<file path="src/hdl/hcs_pkg.sv">
// constants, word layouts and decode helpers for the synthesizer latch block
// assumes one 250 MHz clock; all pins already synchronous to it
package hcs_pkg;
   localparam int WORD_W = 24;
   localparam logic [1:0] ADDR_CTRL = 2'h0;
   localparam logic [1:0] ADDR_REF = 2'h1;
   localparam logic [1:0] ADDR_FB = 2'h2;
   localparam int CLK_PERIOD_NS = 4;
   localparam int LOCK_ERR_NS = 15;
   // longest allowed error, rounded down to whole cycles
   localparam int LOCK_WIN_CYC = (LOCK_ERR_NS / CLK_PERIOD_NS < 1) ? 1
                                 : LOCK_ERR_NS / CLK_PERIOD_NS;
   localparam logic [2:0] LOCK_CNT_FINE = 3'h5;
   localparam logic [2:0] LOCK_CNT_COARSE = 3'h3;
   localparam logic [1:0] SYNC_EDGES = 2'h2;

   typedef struct packed {
      logic [1:0] prescaler;
      logic powerdown_sync_select;
      logic powerdown_trigger;
      logic [2:0] pump_current_two;
      logic [2:0] pump_current_code;
      logic [1:0] out_level;
      logic mute_until_locked;
      logic pump_gain_select;
      logic pump_float;
      logic detector_polarity;
      logic [2:0] mux_select;
      logic counter_clear;
      logic [1:0] core_level;
      logic [1:0] latch_address;
   } hcs_ctrl_type;

   typedef struct packed {
      logic halved_feedback_select;
      logic output_halve;
      logic pump_gain_select;
      logic [12:0] b_count;
      logic spare;
      logic [4:0] a_count;
      logic [1:0] latch_address;
   } hcs_fb_type;

   typedef struct packed {
      logic [1:0] spare;
      logic [1:0] band_clock_divider;
      logic factory_test_flag;
      logic lock_precision;
      logic [1:0] backlash_width;
      logic [13:0] ref_count;
      logic [1:0] latch_address;
   } hcs_ref_type;

   localparam hcs_ctrl_type CTRL_RST = '0;
   localparam hcs_fb_type FB_RST = '0;
   localparam hcs_ref_type REF_RST = '0;

   typedef enum logic [1:0] {
      PWR_ON = 2'b00,
      PWR_SYNC = 2'b01,
      PWR_DOWN = 2'b10
   } hcs_pwr_type;

   function automatic logic [5:0] hcs_modulus(input logic [1:0] code);
      unique case (code)
         2'h0: hcs_modulus = 6'h08;
         2'h1: hcs_modulus = 6'h10;
         default: hcs_modulus = 6'h20;
      endcase
   endfunction

   function automatic logic [3:0] hcs_band_ratio(input logic [1:0] code);
      hcs_band_ratio = 4'h1 << code;
   endfunction
endpackage

</file>
<file path="src/hdl/hcs_synth_latch_control.sv">
// synthesizer programming latches, power-down control, dividers, lock detect
// assumes all pins synchronous to mclk; ref_in and fb_in are level inputs
module hcs_synth_latch_control
   import hcs_pkg::*;
(
   input wire logic mclk,
   input wire logic sys_rst,
   input wire logic serial_clk,
   input wire logic serial_data,
   input wire logic load_strobe,
   input wire logic chip_enable,
   input wire logic ref_in,
   input wire logic fb_in,
   output logic powered_down,
   output logic ref_buffer_en,
   output logic rf_out_en,
   output logic pump_tristate,
   output logic pump_up,
   output logic pump_dn,
   output logic [2:0] pump_current,
   output logic lock_detect,
   output logic output_halve,
   output logic halved_feedback_select,
   output logic [5:0] prescaler_modulus,
   output logic [1:0] out_level,
   output logic [1:0] core_level,
   output logic [2:0] mux_select,
   output logic [1:0] backlash_width,
   output logic ref_div_out,
   output logic band_clk
);
   hcs_ctrl_type ctrl, next_ctrl;
   hcs_fb_type fbw, next_fbw;
   hcs_ref_type refw, next_refw;
   logic pump_gain, next_pump_gain;
   logic [WORD_W-1:0] rx_word;
   logic rx_valid;
   logic [1:0] addr;

   hcs_serial_rx u_rx (
      .mclk(mclk),
      .sys_rst(sys_rst),
      .serial_clk(serial_clk),
      .serial_data(serial_data),
      .load_strobe(load_strobe),
      .word(rx_word),
      .word_valid(rx_valid)
   );

   assign addr = rx_word[1:0];

   // latches: each keeps its value until a word with its address arrives, except pump_gain, which control and feedback words both load
   always_comb begin
      next_ctrl = ctrl;
      next_fbw = fbw;
      next_refw = refw;
      next_pump_gain = pump_gain;
      if (rx_valid) begin
         unique case (addr)
            ADDR_CTRL: begin
               next_ctrl = hcs_ctrl_type'(rx_word);
               next_pump_gain = next_ctrl.pump_gain_select;
            end
            ADDR_REF: next_refw = hcs_ref_type'(rx_word);
            ADDR_FB: begin
               next_fbw = hcs_fb_type'(rx_word);
               next_pump_gain = next_fbw.pump_gain_select;
            end
            // test latch contents are never used by normal operation
            default: next_ctrl = ctrl;
         endcase
      end
   end

   always_ff @(posedge mclk) begin
      if (sys_rst) begin
         ctrl <= CTRL_RST;
         fbw <= FB_RST;
         refw <= REF_RST;
         pump_gain <= 1'b0;
      end else begin
         ctrl <= next_ctrl;
         fbw <= next_fbw;
         refw <= next_refw;
         pump_gain <= next_pump_gain;
      end
   end

   // input edges in the mclk domain
   logic ref_q, fb_q, ref_tick, fb_tick;
   always_ff @(posedge mclk) begin
      if (sys_rst) begin
         ref_q <= 1'b0;
         fb_q <= 1'b0;
      end else begin
         ref_q <= ref_in;
         fb_q <= fb_in;
      end
   end
   assign ref_tick = ref_in && !ref_q;
   assign fb_tick = fb_in && !fb_q;

   // power-down state
   hcs_pwr_type pwr, next_pwr;
   logic [1:0] sync_cnt, next_sync_cnt;
   logic down_now, ctrl_load, r_pulse, n_pulse;

   assign ctrl_load = rx_valid && addr == ADDR_CTRL;

   always_comb begin
      next_pwr = pwr;
      next_sync_cnt = sync_cnt;
      if (ctrl_load) begin
         next_sync_cnt = '0;
         if (!next_ctrl.powerdown_trigger) begin
            next_pwr = PWR_ON;
         end else if (!next_ctrl.powerdown_sync_select) begin
            next_pwr = PWR_DOWN;
         end else begin
            next_pwr = PWR_SYNC;
         end
      end else if (pwr == PWR_SYNC && r_pulse) begin
         // gated by the reference output so the loop does not jump
         if (sync_cnt + 2'h1 >= SYNC_EDGES) begin
            next_pwr = PWR_DOWN;
         end else begin
            next_sync_cnt = sync_cnt + 2'h1;
         end
      end
   end

   always_ff @(posedge mclk) begin
      if (sys_rst) begin
         pwr <= PWR_ON;
         sync_cnt <= '0;
      end else begin
         pwr <= next_pwr;
         sync_cnt <= next_sync_cnt;
      end
   end

   // hardware pin overrides both software bits
   assign down_now = !chip_enable || pwr == PWR_DOWN;

   // dividers
   logic cnt_clear;
   logic [18:0] n_ratio, next_n_ratio;
   assign cnt_clear = ctrl.counter_clear || down_now;

   hcs_tick_div #(.W(14)) u_rdiv (
      .mclk(mclk),
      .sys_rst(sys_rst),
      .tick(ref_tick),
      .clear(cnt_clear),
      .ratio(refw.ref_count),
      .pulse(r_pulse)
   );

   // N = P*B + A, from the 5-bit A and 13-bit B fields
   always_comb begin
      next_n_ratio = 19'(hcs_modulus(ctrl.prescaler) * fbw.b_count)
                   + 19'(fbw.a_count);
   end

   always_ff @(posedge mclk) begin
      if (sys_rst) begin
         n_ratio <= '0;
      end else begin
         n_ratio <= next_n_ratio;
      end
   end

   hcs_tick_div #(.W(19)) u_ndiv (
      .mclk(mclk),
      .sys_rst(sys_rst),
      .tick(fb_tick),
      .clear(cnt_clear),
      .ratio(n_ratio),
      .pulse(n_pulse)
   );

   // band select clock: reference output, optionally divided
   logic [3:0] band_cnt, next_band_cnt;
   logic next_band_clk;
   always_comb begin
      next_band_cnt = band_cnt;
      next_band_clk = 1'b0;
      if (down_now) begin
         next_band_cnt = '0;
      end else if (r_pulse) begin
         if (band_cnt + 4'h1 >= hcs_band_ratio(refw.band_clock_divider)) begin
            next_band_cnt = '0;
            next_band_clk = 1'b1;
         end else begin
            next_band_cnt = band_cnt + 4'h1;
         end
      end
   end

   always_ff @(posedge mclk) begin
      if (sys_rst) begin
         band_cnt <= '0;
         band_clk <= 1'b0;
      end else begin
         band_cnt <= next_band_cnt;
         band_clk <= next_band_clk;
      end
   end

   // phase detector and digital lock detect
   logic pfd_up, pfd_dn, next_pfd_up, next_pfd_dn;
   logic pend, next_pend;
   logic [3:0] gap, next_gap;
   logic [2:0] good, next_good;
   logic locked, next_locked;
   logic [2:0] need;
   assign need = refw.lock_precision ? LOCK_CNT_FINE : LOCK_CNT_COARSE;

   always_comb begin
      next_pfd_up = pfd_up || r_pulse;
      next_pfd_dn = pfd_dn || n_pulse;
      if (next_pfd_up && next_pfd_dn) begin
         next_pfd_up = 1'b0;
         next_pfd_dn = 1'b0;
      end
      next_pend = pend;
      next_gap = gap;
      next_good = good;
      next_locked = locked;
      if (r_pulse && n_pulse) begin
         next_pend = 1'b0;
         next_good = (good < need) ? good + 3'h1 : good;
      end else if (r_pulse || n_pulse) begin
         if (pend) begin
            next_pend = 1'b0;
            next_good = (good < need) ? good + 3'h1 : good;
         end else begin
            next_pend = 1'b1;
            next_gap = '0;
         end
      end else if (pend) begin
         if (gap >= 4'(LOCK_WIN_CYC)) begin
            // edges too far apart: start counting again
            next_pend = 1'b0;
            next_good = '0;
            next_locked = 1'b0;
         end else begin
            next_gap = gap + 4'h1;
         end
      end
      if (next_good >= need) begin
         next_locked = 1'b1;
      end
      if (down_now) begin
         next_pfd_up = 1'b0;
         next_pfd_dn = 1'b0;
         next_pend = 1'b0;
         next_good = '0;
         next_locked = 1'b0;
      end
   end

   always_ff @(posedge mclk) begin
      if (sys_rst) begin
         pfd_up <= 1'b0;
         pfd_dn <= 1'b0;
         pend <= 1'b0;
         gap <= '0;
         good <= '0;
         locked <= 1'b0;
      end else begin
         pfd_up <= next_pfd_up;
         pfd_dn <= next_pfd_dn;
         pend <= next_pend;
         gap <= next_gap;
         good <= next_good;
         locked <= next_locked;
      end
   end

   // registered outputs
   always_ff @(posedge mclk) begin
      if (sys_rst) begin
         powered_down <= 1'b1;
         ref_buffer_en <= 1'b0;
         rf_out_en <= 1'b0;
         pump_tristate <= 1'b1;
         pump_up <= 1'b0;
         pump_dn <= 1'b0;
         pump_current <= '0;
         lock_detect <= 1'b0;
         output_halve <= 1'b0;
         halved_feedback_select <= 1'b0;
         prescaler_modulus <= '0;
         out_level <= '0;
         core_level <= '0;
         mux_select <= '0;
         backlash_width <= '0;
         ref_div_out <= 1'b0;
      end else begin
         powered_down <= down_now;
         ref_buffer_en <= !down_now;
         rf_out_en <= !down_now && (!ctrl.mute_until_locked || locked);
         pump_tristate <= down_now || ctrl.pump_float;
         pump_up <= ctrl.detector_polarity ? pfd_up : pfd_dn;
         pump_dn <= ctrl.detector_polarity ? pfd_dn : pfd_up;
         pump_current <= pump_gain ? ctrl.pump_current_two
                                   : ctrl.pump_current_code;
         // cleared in the same edge as powered_down so the two never disagree
         lock_detect <= locked && !down_now;
         output_halve <= fbw.output_halve;
         halved_feedback_select <= fbw.halved_feedback_select;
         prescaler_modulus <= hcs_modulus(ctrl.prescaler);
         out_level <= ctrl.out_level;
         core_level <= ctrl.core_level;
         mux_select <= ctrl.mux_select;
         backlash_width <= refw.backlash_width;
         ref_div_out <= r_pulse;
      end
   end
endmodule

</file>
<file path="src/hdl/hcs_serial_rx.sv">
// serial input register: 24-bit shifter and load strobe edge detect
// assumes serial pins are synchronous to mclk and slower than it
module hcs_serial_rx
   import hcs_pkg::*;
(
   input wire logic mclk,
   input wire logic sys_rst,
   input wire logic serial_clk,
   input wire logic serial_data,
   input wire logic load_strobe,
   output logic [WORD_W-1:0] word,
   output logic word_valid
);
   logic sclk_q, strobe_q;
   logic [WORD_W-1:0] shift;
   logic [WORD_W-1:0] next_shift, next_word;
   logic next_valid;

   // never gated by power-down, so words still land while powered off
   always_comb begin
      next_shift = shift;
      next_word = word;
      next_valid = 1'b0;
      if (serial_clk && !sclk_q) begin
         next_shift = {shift[WORD_W-2:0], serial_data};
      end
      if (load_strobe && !strobe_q) begin
         next_word = shift;
         next_valid = 1'b1;
      end
   end

   always_ff @(posedge mclk) begin
      if (sys_rst) begin
         sclk_q <= 1'b0;
         strobe_q <= 1'b0;
         shift <= '0;
         word <= '0;
         word_valid <= 1'b0;
      end else begin
         sclk_q <= serial_clk;
         strobe_q <= load_strobe;
         shift <= next_shift;
         word <= next_word;
         word_valid <= next_valid;
      end
   end
endmodule

</file>
<file path="src/hdl/hcs_tick_div.sv">
// programmable divider of input ticks; emits one pulse per ratio ticks
// assumes tick is a one-cycle pulse; clear holds the load state
module hcs_tick_div #(
   parameter int W = 14
) (
   input wire logic mclk,
   input wire logic sys_rst,
   input wire logic tick,
   input wire logic clear,
   input wire logic [W-1:0] ratio,
   output logic pulse
);
   logic [W-1:0] cnt, next_cnt;
   logic next_pulse;

   always_comb begin
      next_cnt = cnt;
      next_pulse = 1'b0;
      if (clear) begin
         next_cnt = '0;
      end else if (tick) begin
         // a ratio of zero behaves as one rather than never firing
         if (cnt + W'(1) >= ratio) begin
            next_cnt = '0;
            next_pulse = 1'b1;
         end else begin
            next_cnt = cnt + W'(1);
         end
      end
   end

   always_ff @(posedge mclk) begin
      if (sys_rst) begin
         cnt <= '0;
         pulse <= 1'b0;
      end else begin
         cnt <= next_cnt;
         pulse <= next_pulse;
      end
   end
endmodule

</file>
<file path="config.mk">
export PLATFORM = sky130hd
export DESIGN_NAME = hcs_synth_latch_control
export DESIGN_NICKNAME = d
export VERILOG_FILES = /design/src/hdl/hcs_pkg.sv /design/src/hdl/hcs_synth_latch_control.sv /design/src/hdl/hcs_serial_rx.sv /design/src/hdl/hcs_tick_div.sv
export SDC_FILE = /design/constraint.sdc
export NUM_CORES = 1
export LEC_CHECK = 0
export BUFFER_PORTS_ARGS = -buffer_cell sky130_fd_sc_hd__buf_2
export CAP_MARGIN = 20
export CORE_MARGIN = 3
export CORE_UTILIZATION = 60
export CTS_CLUSTER_SIZE = 10
export DETAILED_ROUTE_END_ITERATION = 16
export GPL_TIMING_DRIVEN = 0
export PLACE_DENSITY_LB_ADDON = 0.2
export SLEW_MARGIN = 10
export SYNTH_ARGS = -nofsm -noshare
export SYNTH_HDL_FRONTEND = slang
export SYNTH_SLANG_ARGS = --single-unit
export TNS_END_PERCENT = 10
</file>
<file path="constraint.sdc">
create_clock -name mclk -period 4.7 [get_ports mclk]
set_clock_uncertainty 0.1 [all_clocks]
set_input_delay 1.175 -clock mclk [delete_from_list [all_inputs] [get_ports mclk]]
set_output_delay 1.175 -clock mclk [all_outputs]
set_load 0.02 [all_outputs]
</file>
==> results by group, run 1 <==
Pwr
  • Share of total power in sequential cells: 49.8%
  • Part of the total power dissipated in combinational logic: 3.4%
  • Cell leakage power: 4.89 nW
  • Switch Pwr: 781 uW
  • Switching share of power: 21.5%
  • Internal Pwr Total: 2.86 mW
  • Power per standard cell area: 320 nW/um2
  • Clock power share: 46.8%
  • Total power of the final layout: 3.64 mW
  • Maximum resistive drop on vdd: 0.000294 V

Global route
  • Global-route total usage across every layer: 24.6%
  • Antenna violations before repair: 0
  • Largest net degree at the start of global routing: 14
  • Remaining global-route overflow: 0
  • Wire length of the first global-routing pass: 37,500 um
  • Via count of the first global-routing pass: 7,943

Clocking
  • Clock tree from TritonCTS: built
  • Post-CTS Resized: 0
  • Clock root buffer: clkbuf_16
  • Clk sinks: 211
  • Clock Latency Late Sink: 520 ps
  • Number of hold-repair buffers added at the cts stage: 0
  • Count of buffers added by post-CTS timing repair for setup: 0
  • Clock-pin slew on the worst setup and hold paths: 60 ps
  • Depth of the CTS H-tree: 1
  • Number of buffers created by CTS: 25
  • Maximum root-to-sink buffer count: 3

STA
  • Final Hold Fails: 0
  • Setup Total Neg Slack: 0 ps
  • Final slew viol count: 0
  • Unrepaired setup endpoints after global routing: no
  • Post-route worst hold slack: 353 ps
  • Final worst setup slack: 445 ps
  • Final Setup Violations: 0
  • Final period util: 90.5%
  • Measured slew at the worst slew-check pin: 718 ps
  • Timing-limited maximum frequency: 235 MHz
  • Minimum clock period: 4250 ps
  • Max_slew headroom: 51.8%

Synthesis
  • Post-Syn Instances: 1,200
  • Synthesized flop and latch total: 211
  • Proportion of synthesized flip-flops having asynchronous set or reset: 0%
  • Post-synth top flop: dfxtp_1
  • Number of warnings reported in the yosys synthesis log: 0
  • Synth Cell Area: 10,200 um2
  • Mean instance size in the synthesized netlist: 8.54 um2
  • Register area share after synthesis: 41.2%
  • Number of different library cells in the post-synthesis netlist: 63
  • Number of enable flip-flop cells after synthesis: 0

Min path
  • Worst hold path class: reg2reg

Floorplanning
  • I/O pins: 37
  • Initial Utilization: 61.6%
  • Total number of placement rows: 47
  • Width of the chip: 137 um
  • Core area: 16,600 um2
  • DIE HEIGHT: 137 um
  • Floorplan die area: 18,700 um2

Placement
  • Count of input and output buffers: 32
  • HPWL after detailed placement: 16,100 um
  • Global placer's final weighted congestion: 0.844
  • Post-Place Cell Area: 10,700 um2
  • Setup slack after placement: 185 ps
  • Placed insts: 1,454

Worst setup path
  • CP Data Required Time: 4980 ps
  • Worst Setup Start Kind: flip-flop
  • Sort of element at the end of the critical path: flip-flop
  • Maximum fanout encountered on the critical timing path: 10
  • Worst setup path category: reg2reg
  • WP data arrival: 4540 ps

Layout
  • Area growth syn-to-layout: 11.2%
  • Post-route insts no fill: 1,484
  • Fraction of final layout cells sized beyond drive strength 1: 7.44%
  • Post-route cell area: 11,400 um2
  • Number of inserted diodes: 0
  • Utilization after layout: 68.4%
  • Most frequent cells in the layout: nand2_1 (258), dfxtp_1 (211), a21oi_1 (132)
  • Final-stage net count: 1,377
  • Most common cell after layout, fill and taps aside: nand2_1

Run status
  • Status: complete, no violations

Route
  • First-pass DRT Iterations: 5
  • Wire length after detailed routing: 21,900 um
  • Routed Antenna Nets: 0
  • Via count: 8,200
  • DRC violation count after routing: 0
  • Violation count after the first detailed-route iteration: 525
  • Via density per instance: 5.53
  • Avg WL per Cell: 14.7 um

Run
  • Number of violations of the max-capacitance limit: 0
## power by group through the flow
| stage | registers, mW | clock network (mW) | logic, mW |
|---|---|---|---|
| after CTS | 1.81 | 1.73 | 0.124 |
| after global routing | 1.81 | 1.81 | 0.137 |
| after detailed placement | 1.85 | 0 | 0.122 |
| final | 1.81 | 1.70 | 0.124 |
| after floorplan | 1.86 | 0 | 0.0762 |
| after global placement | 1.85 | 0 | 0.121 |
## sequential cells by signal, indices dropped and copies added, names as in the netlist, 14 cells and up
| signal | flops |
|---|---|
| n_ratio | 19 |
| fbw | 20 |
| u_ndiv.cnt | 19 |
| refw | 19 |
| ctrl | 19 |
| u_rx.word | 24 |
| u_rdiv.cnt | 14 |
| u_rx.shift | 24 |
## synthesized netlist by cell type, types with 6 or more instances
cell type  count  area share (%)
fa_1          13             2.5
and2_1        25             1.5
and3_1        17             1.0
o21ai_0       21             1.0
nand2_1      258             9.5
a32o_1        15             1.5
nand2b_1      12            0.73
clkbuf_1      43             1.6
nor3_1        16            0.78
xnor2_1       25             2.1
nand3_1       29             1.4
a21oi_1      132             6.4
dfxtp_1      211              41
nor2_1        63             2.3
o22a_1        11            0.94
buf_2          7            0.34
ha_1          96              12
xor2_1        17             1.5
o211ai_1       7            0.51
inv_1         57             2.1
nor2b_1       37             2.3
mux2i_1        6            0.59
a21o_1        12            0.88
## layout make-up
type	count	area, um2
repair buffers	32	160
clock inverters	2	50.0
clock buffers	29	651
fillers	1385	5250
plain buffers	58	255
multi-input cells	875	5560
flip-flops and latches	211	4220
inverters	57	214
well taps	220	275
## kinds of logic (layout without fill, tap and decap cells)
family                     Yosys count  count (layout)  share of synthesized area (%)
muxes                                6               6                          0.586
and+or+nand+nor                    493             493                           22.4
AOI/OAI and AO/OA                  222             222                           13.3
buffers and inverters              116             178                           4.59
xor gates and xnor gates            42              42                           3.59
other                                1               3                         0.0366
adders and majority gates          109             109                           14.3
DFF                                211             211                           41.2
## worst max-delay path, cell delays in order (launching register included)
cell       delay (ps)
dfxtp_1           400
nor2b_2           250
buf_1             320
nand2_1           130
fa_1              510
inv_1              50
ha_1              290
ha_1              300
ha_1              200
ha_1              310
nand4_1           140
a211oi_1          400
o2bb2ai_1         220
a41oi_1           160
xnor2_1           270
nor2_1             60
## layer usage
layer	vias to the layer above	global-route usage [%]	routed length (um)
met5	-	0	0
met4	0	8.96	786
met3	58	3.09	929
met2	169	42.1	10300
met1	3825	31.8	9820
li1	4148	-	-
## worst paths after layout
path,start,slack [ps],cells after the start,to
max,ctrl[23],450,15,n_ratio[18]
min,refw[9],350,2,refw[9]
max reg2reg,ctrl[23],450,15,n_ratio[18]
min reg2reg,refw[9],350,2,refw[9]
(Power assumes the default switching activity.)
==> inputs of run 2 (changes only) <==
- RECOVER_POWER: default -> 50
==> results by group, run 2 (same netlist as run 1, synthesis figures left out) <==
Run status
  • Status: complete, no violations

Pwr
  • Cell leakage power: 4.87 nW
  • Maximum resistive drop on vdd: 0.000293 V
  • Power per standard cell area: 320 nW/um2
  • Total power of the final layout: 3.64 mW

Layout
  • Area growth syn-to-layout: 11.0%
  • Most common cell after layout, fill and taps aside: nand2_1
  • Utilization after layout: 68.3%
  • Combined area of the multi-input logic cells: 5550 um2
  • Top flop regs: u_rx.shift: 24 flops, u_rx.word: 24 flops, fbw: 20 flops
  • Fraction of final layout cells sized beyond drive strength 1: 7.20%
  • Final-stage net count: 1,377
  • Most frequent cells in the layout: nand2_1 (258), dfxtp_1 (211), a21oi_1 (132)
  • Fillcell total: 1,387
  • Number of inserted diodes: 0
  • Post-route cell area: 11,400 um2
  • Sequential cell area: 4220 um2

Global route
  • Antenna violations before repair: 0
  • Remaining global-route overflow: 0
  • Global-route total usage across every layer: 24.6%
  • Largest net degree at the start of global routing: 14
  • Via count of the first global-routing pass: 7,943
  • Wire length of the first global-routing pass: 37,500 um

Route
  • DRC violation count after routing: 0
  • Violation count after the first detailed-route iteration: 495
  • Via count: 8,208
  • Wire length after detailed routing: 21,900 um
  • Via density per instance: 5.53
  • First-pass DRT Iterations: 5
  • Avg WL per Cell: 14.7 um
  • Routed Antenna Nets: 0

Worst setup path
  • CP Data Required Time: 4980 ps
  • WP data arrival: 4540 ps
  • Worst Setup SP: ctrl[23]
  • Worst Setup Start Kind: flip-flop
  • Worst reg-to-reg path cell count: 15
  • Highest cell delay on the worst timing path: 510 ps
  • Standard cell with the maximum stage delay on the critical path: fa_1
  • Critical path depth: 15
  • Register-to-register path setup slack: 450 ps
  • Cell family contributing the most delay on the critical path: adder cells
  • Sort of element at the end of the critical path: flip-flop
  • Destination of the critical timing path: n_ratio[18]
  • Most frequent CP cell: ha_1
  • Sum of buffers and inverters on the critical path: 2
  • Startpoint of the worst-slack reg-to-reg timing path: ctrl[23]
  • R2R Path End: n_ratio[18]
  • Ordered list of cells on the worst path: nor2b_2 > buf_1 > nand2_1 > fa_1 > inv_1 > ha_1 > ha_1 > ha_1 > ha_1 > nand4_1 > a211oi_1 > o2bb2ai_1 > a41oi_1 > xnor2_1 > nor2_1
  • Maximum fanout encountered on the critical timing path: 10
  • Worst setup path category: reg2reg

Placement
  • HPWL after detailed placement: 16,100 um
  • Global placer's final weighted congestion: 0.844
  • Count of input and output buffers: 32
  • Post-Place Cell Area: 10,700 um2

Clocking
  • Number of buffers created by CTS: 25
  • Clock-pin slew on the worst setup and hold paths: 60 ps
  • Clk sinks: 211
  • Maximum root-to-sink buffer count: 3
  • Clock tree from TritonCTS: built
  • Depth of the CTS H-tree: 1
  • Clock root buffer: clkbuf_16
  • Clock Latency Late Sink: 520 ps

Floorplanning
  • Total number of placement rows: 47
  • Width of the chip: 137 um
  • Initial Utilization: 61.6%
  • DIE HEIGHT: 137 um
  • Core area: 16,600 um2
  • I/O pins: 37
  • Floorplan die area: 18,700 um2

STA
  • Post-route worst hold slack: 353 ps
  • Final Setup Violations: 0
  • Max_slew headroom: 51.8%
  • Unrepaired setup endpoints after global routing: no
  • Final period util: 90.5%
  • Minimum clock period: 4250 ps
  • Setup Total Neg Slack: 0 ps
  • Final Hold Fails: 0
  • Measured slew at the worst slew-check pin: 718 ps
  • Final slew viol count: 0
  • Timing-limited maximum frequency: 235 MHz

Run
  • Number of violations of the max-capacitance limit: 0

Min path
  • Worst hold path class: reg2reg
  • Cells on Worst Hold Path: 2
-- run 2: cell types whose count changed in the layout (fill, tap and decap cells not counted) --
cell and change:
clkbuf_1 +5, buf_1 -3, buf_2 -1, buf_6 -1, nand3b_1 +1, nand3b_4 -1
-- run 2: metal layers --
| layer | GRT usage, % | part of all wire, % | vias up |
|---|---|---|---|
| met4 | 8.96 | 3.7 | 0 |
| met5 | 0 | 0 | - |
| met1 | 31.8 | 45 | 3816 |
| met3 | 3.09 | 4.0 | 60 |
| li1 | - | - | 4150 |
| met2 | 42.1 | 47 | 182 |
-- run 2: where the power goes --
group | internal, mW | switching [mW] | leakage [nW]
registers | 1.81 | 0.00711 | 1.70
logic | 0.0308 | 0.0911 | 2.82
clock network | 1.02 | 0.682 | 0.343
-- run 2: layout make-up --
| type | count | area share [%] |
|---|---|---|
| Multi-Input combinational cell | 875 | 48.8 |
| Tap cell | 220 | 2.42 |
| Buffer | 58 | 2.17 |
| Clock buffer | 29 | 5.72 |
| Inverter | 57 | 1.88 |
| Clock inverter | 2 | 0.440 |
| Sequential cell | 211 | 37.2 |
| Timing Repair Buffer | 32 | 1.41 |
-- run 2: per-stage QoR --
step | worst slack, ps | std cells
after floorplan | 893 | 1202
after global placement | 215 | 1454
after detailed placement | 185 | 1454
after CTS | 141 | 1485
after global routing | 104 | 1484
final | 449 | 1484
-- run 2: tightest hold or removal path, delay by kind of cell (launching register included) --
family	cells	cell delay, ps
DFF	1	310
AOI/OAI and AO/OA	1	50
and+or+nand+nor	1	50
-- run 2: repair_timing --
| item | 4_1_cts | 5_1_grt |
|---|---|---|
| hold buffers | 0 | 0 |
| setup buffers | 0 | 0 |
| endpoints found under the setup margin | 0 | 2 |
| resized for setup | 0 | 6 |
-- run 2: how the worst min path moves through the flow --
| stage | endpoint | startpoint |
|---|---|---|
| after CTS | u_rx.word[23] | u_rx.shift[23] |
| after floorplan | rf_out_en | ctrl[11] |
| after global routing | n_ratio[0] | fbw[2] |
| final | refw[9] | refw[9] |
| after global placement | refw[17] | refw[17] |
| after detailed placement | u_rx.word[23] | u_rx.shift[23] |
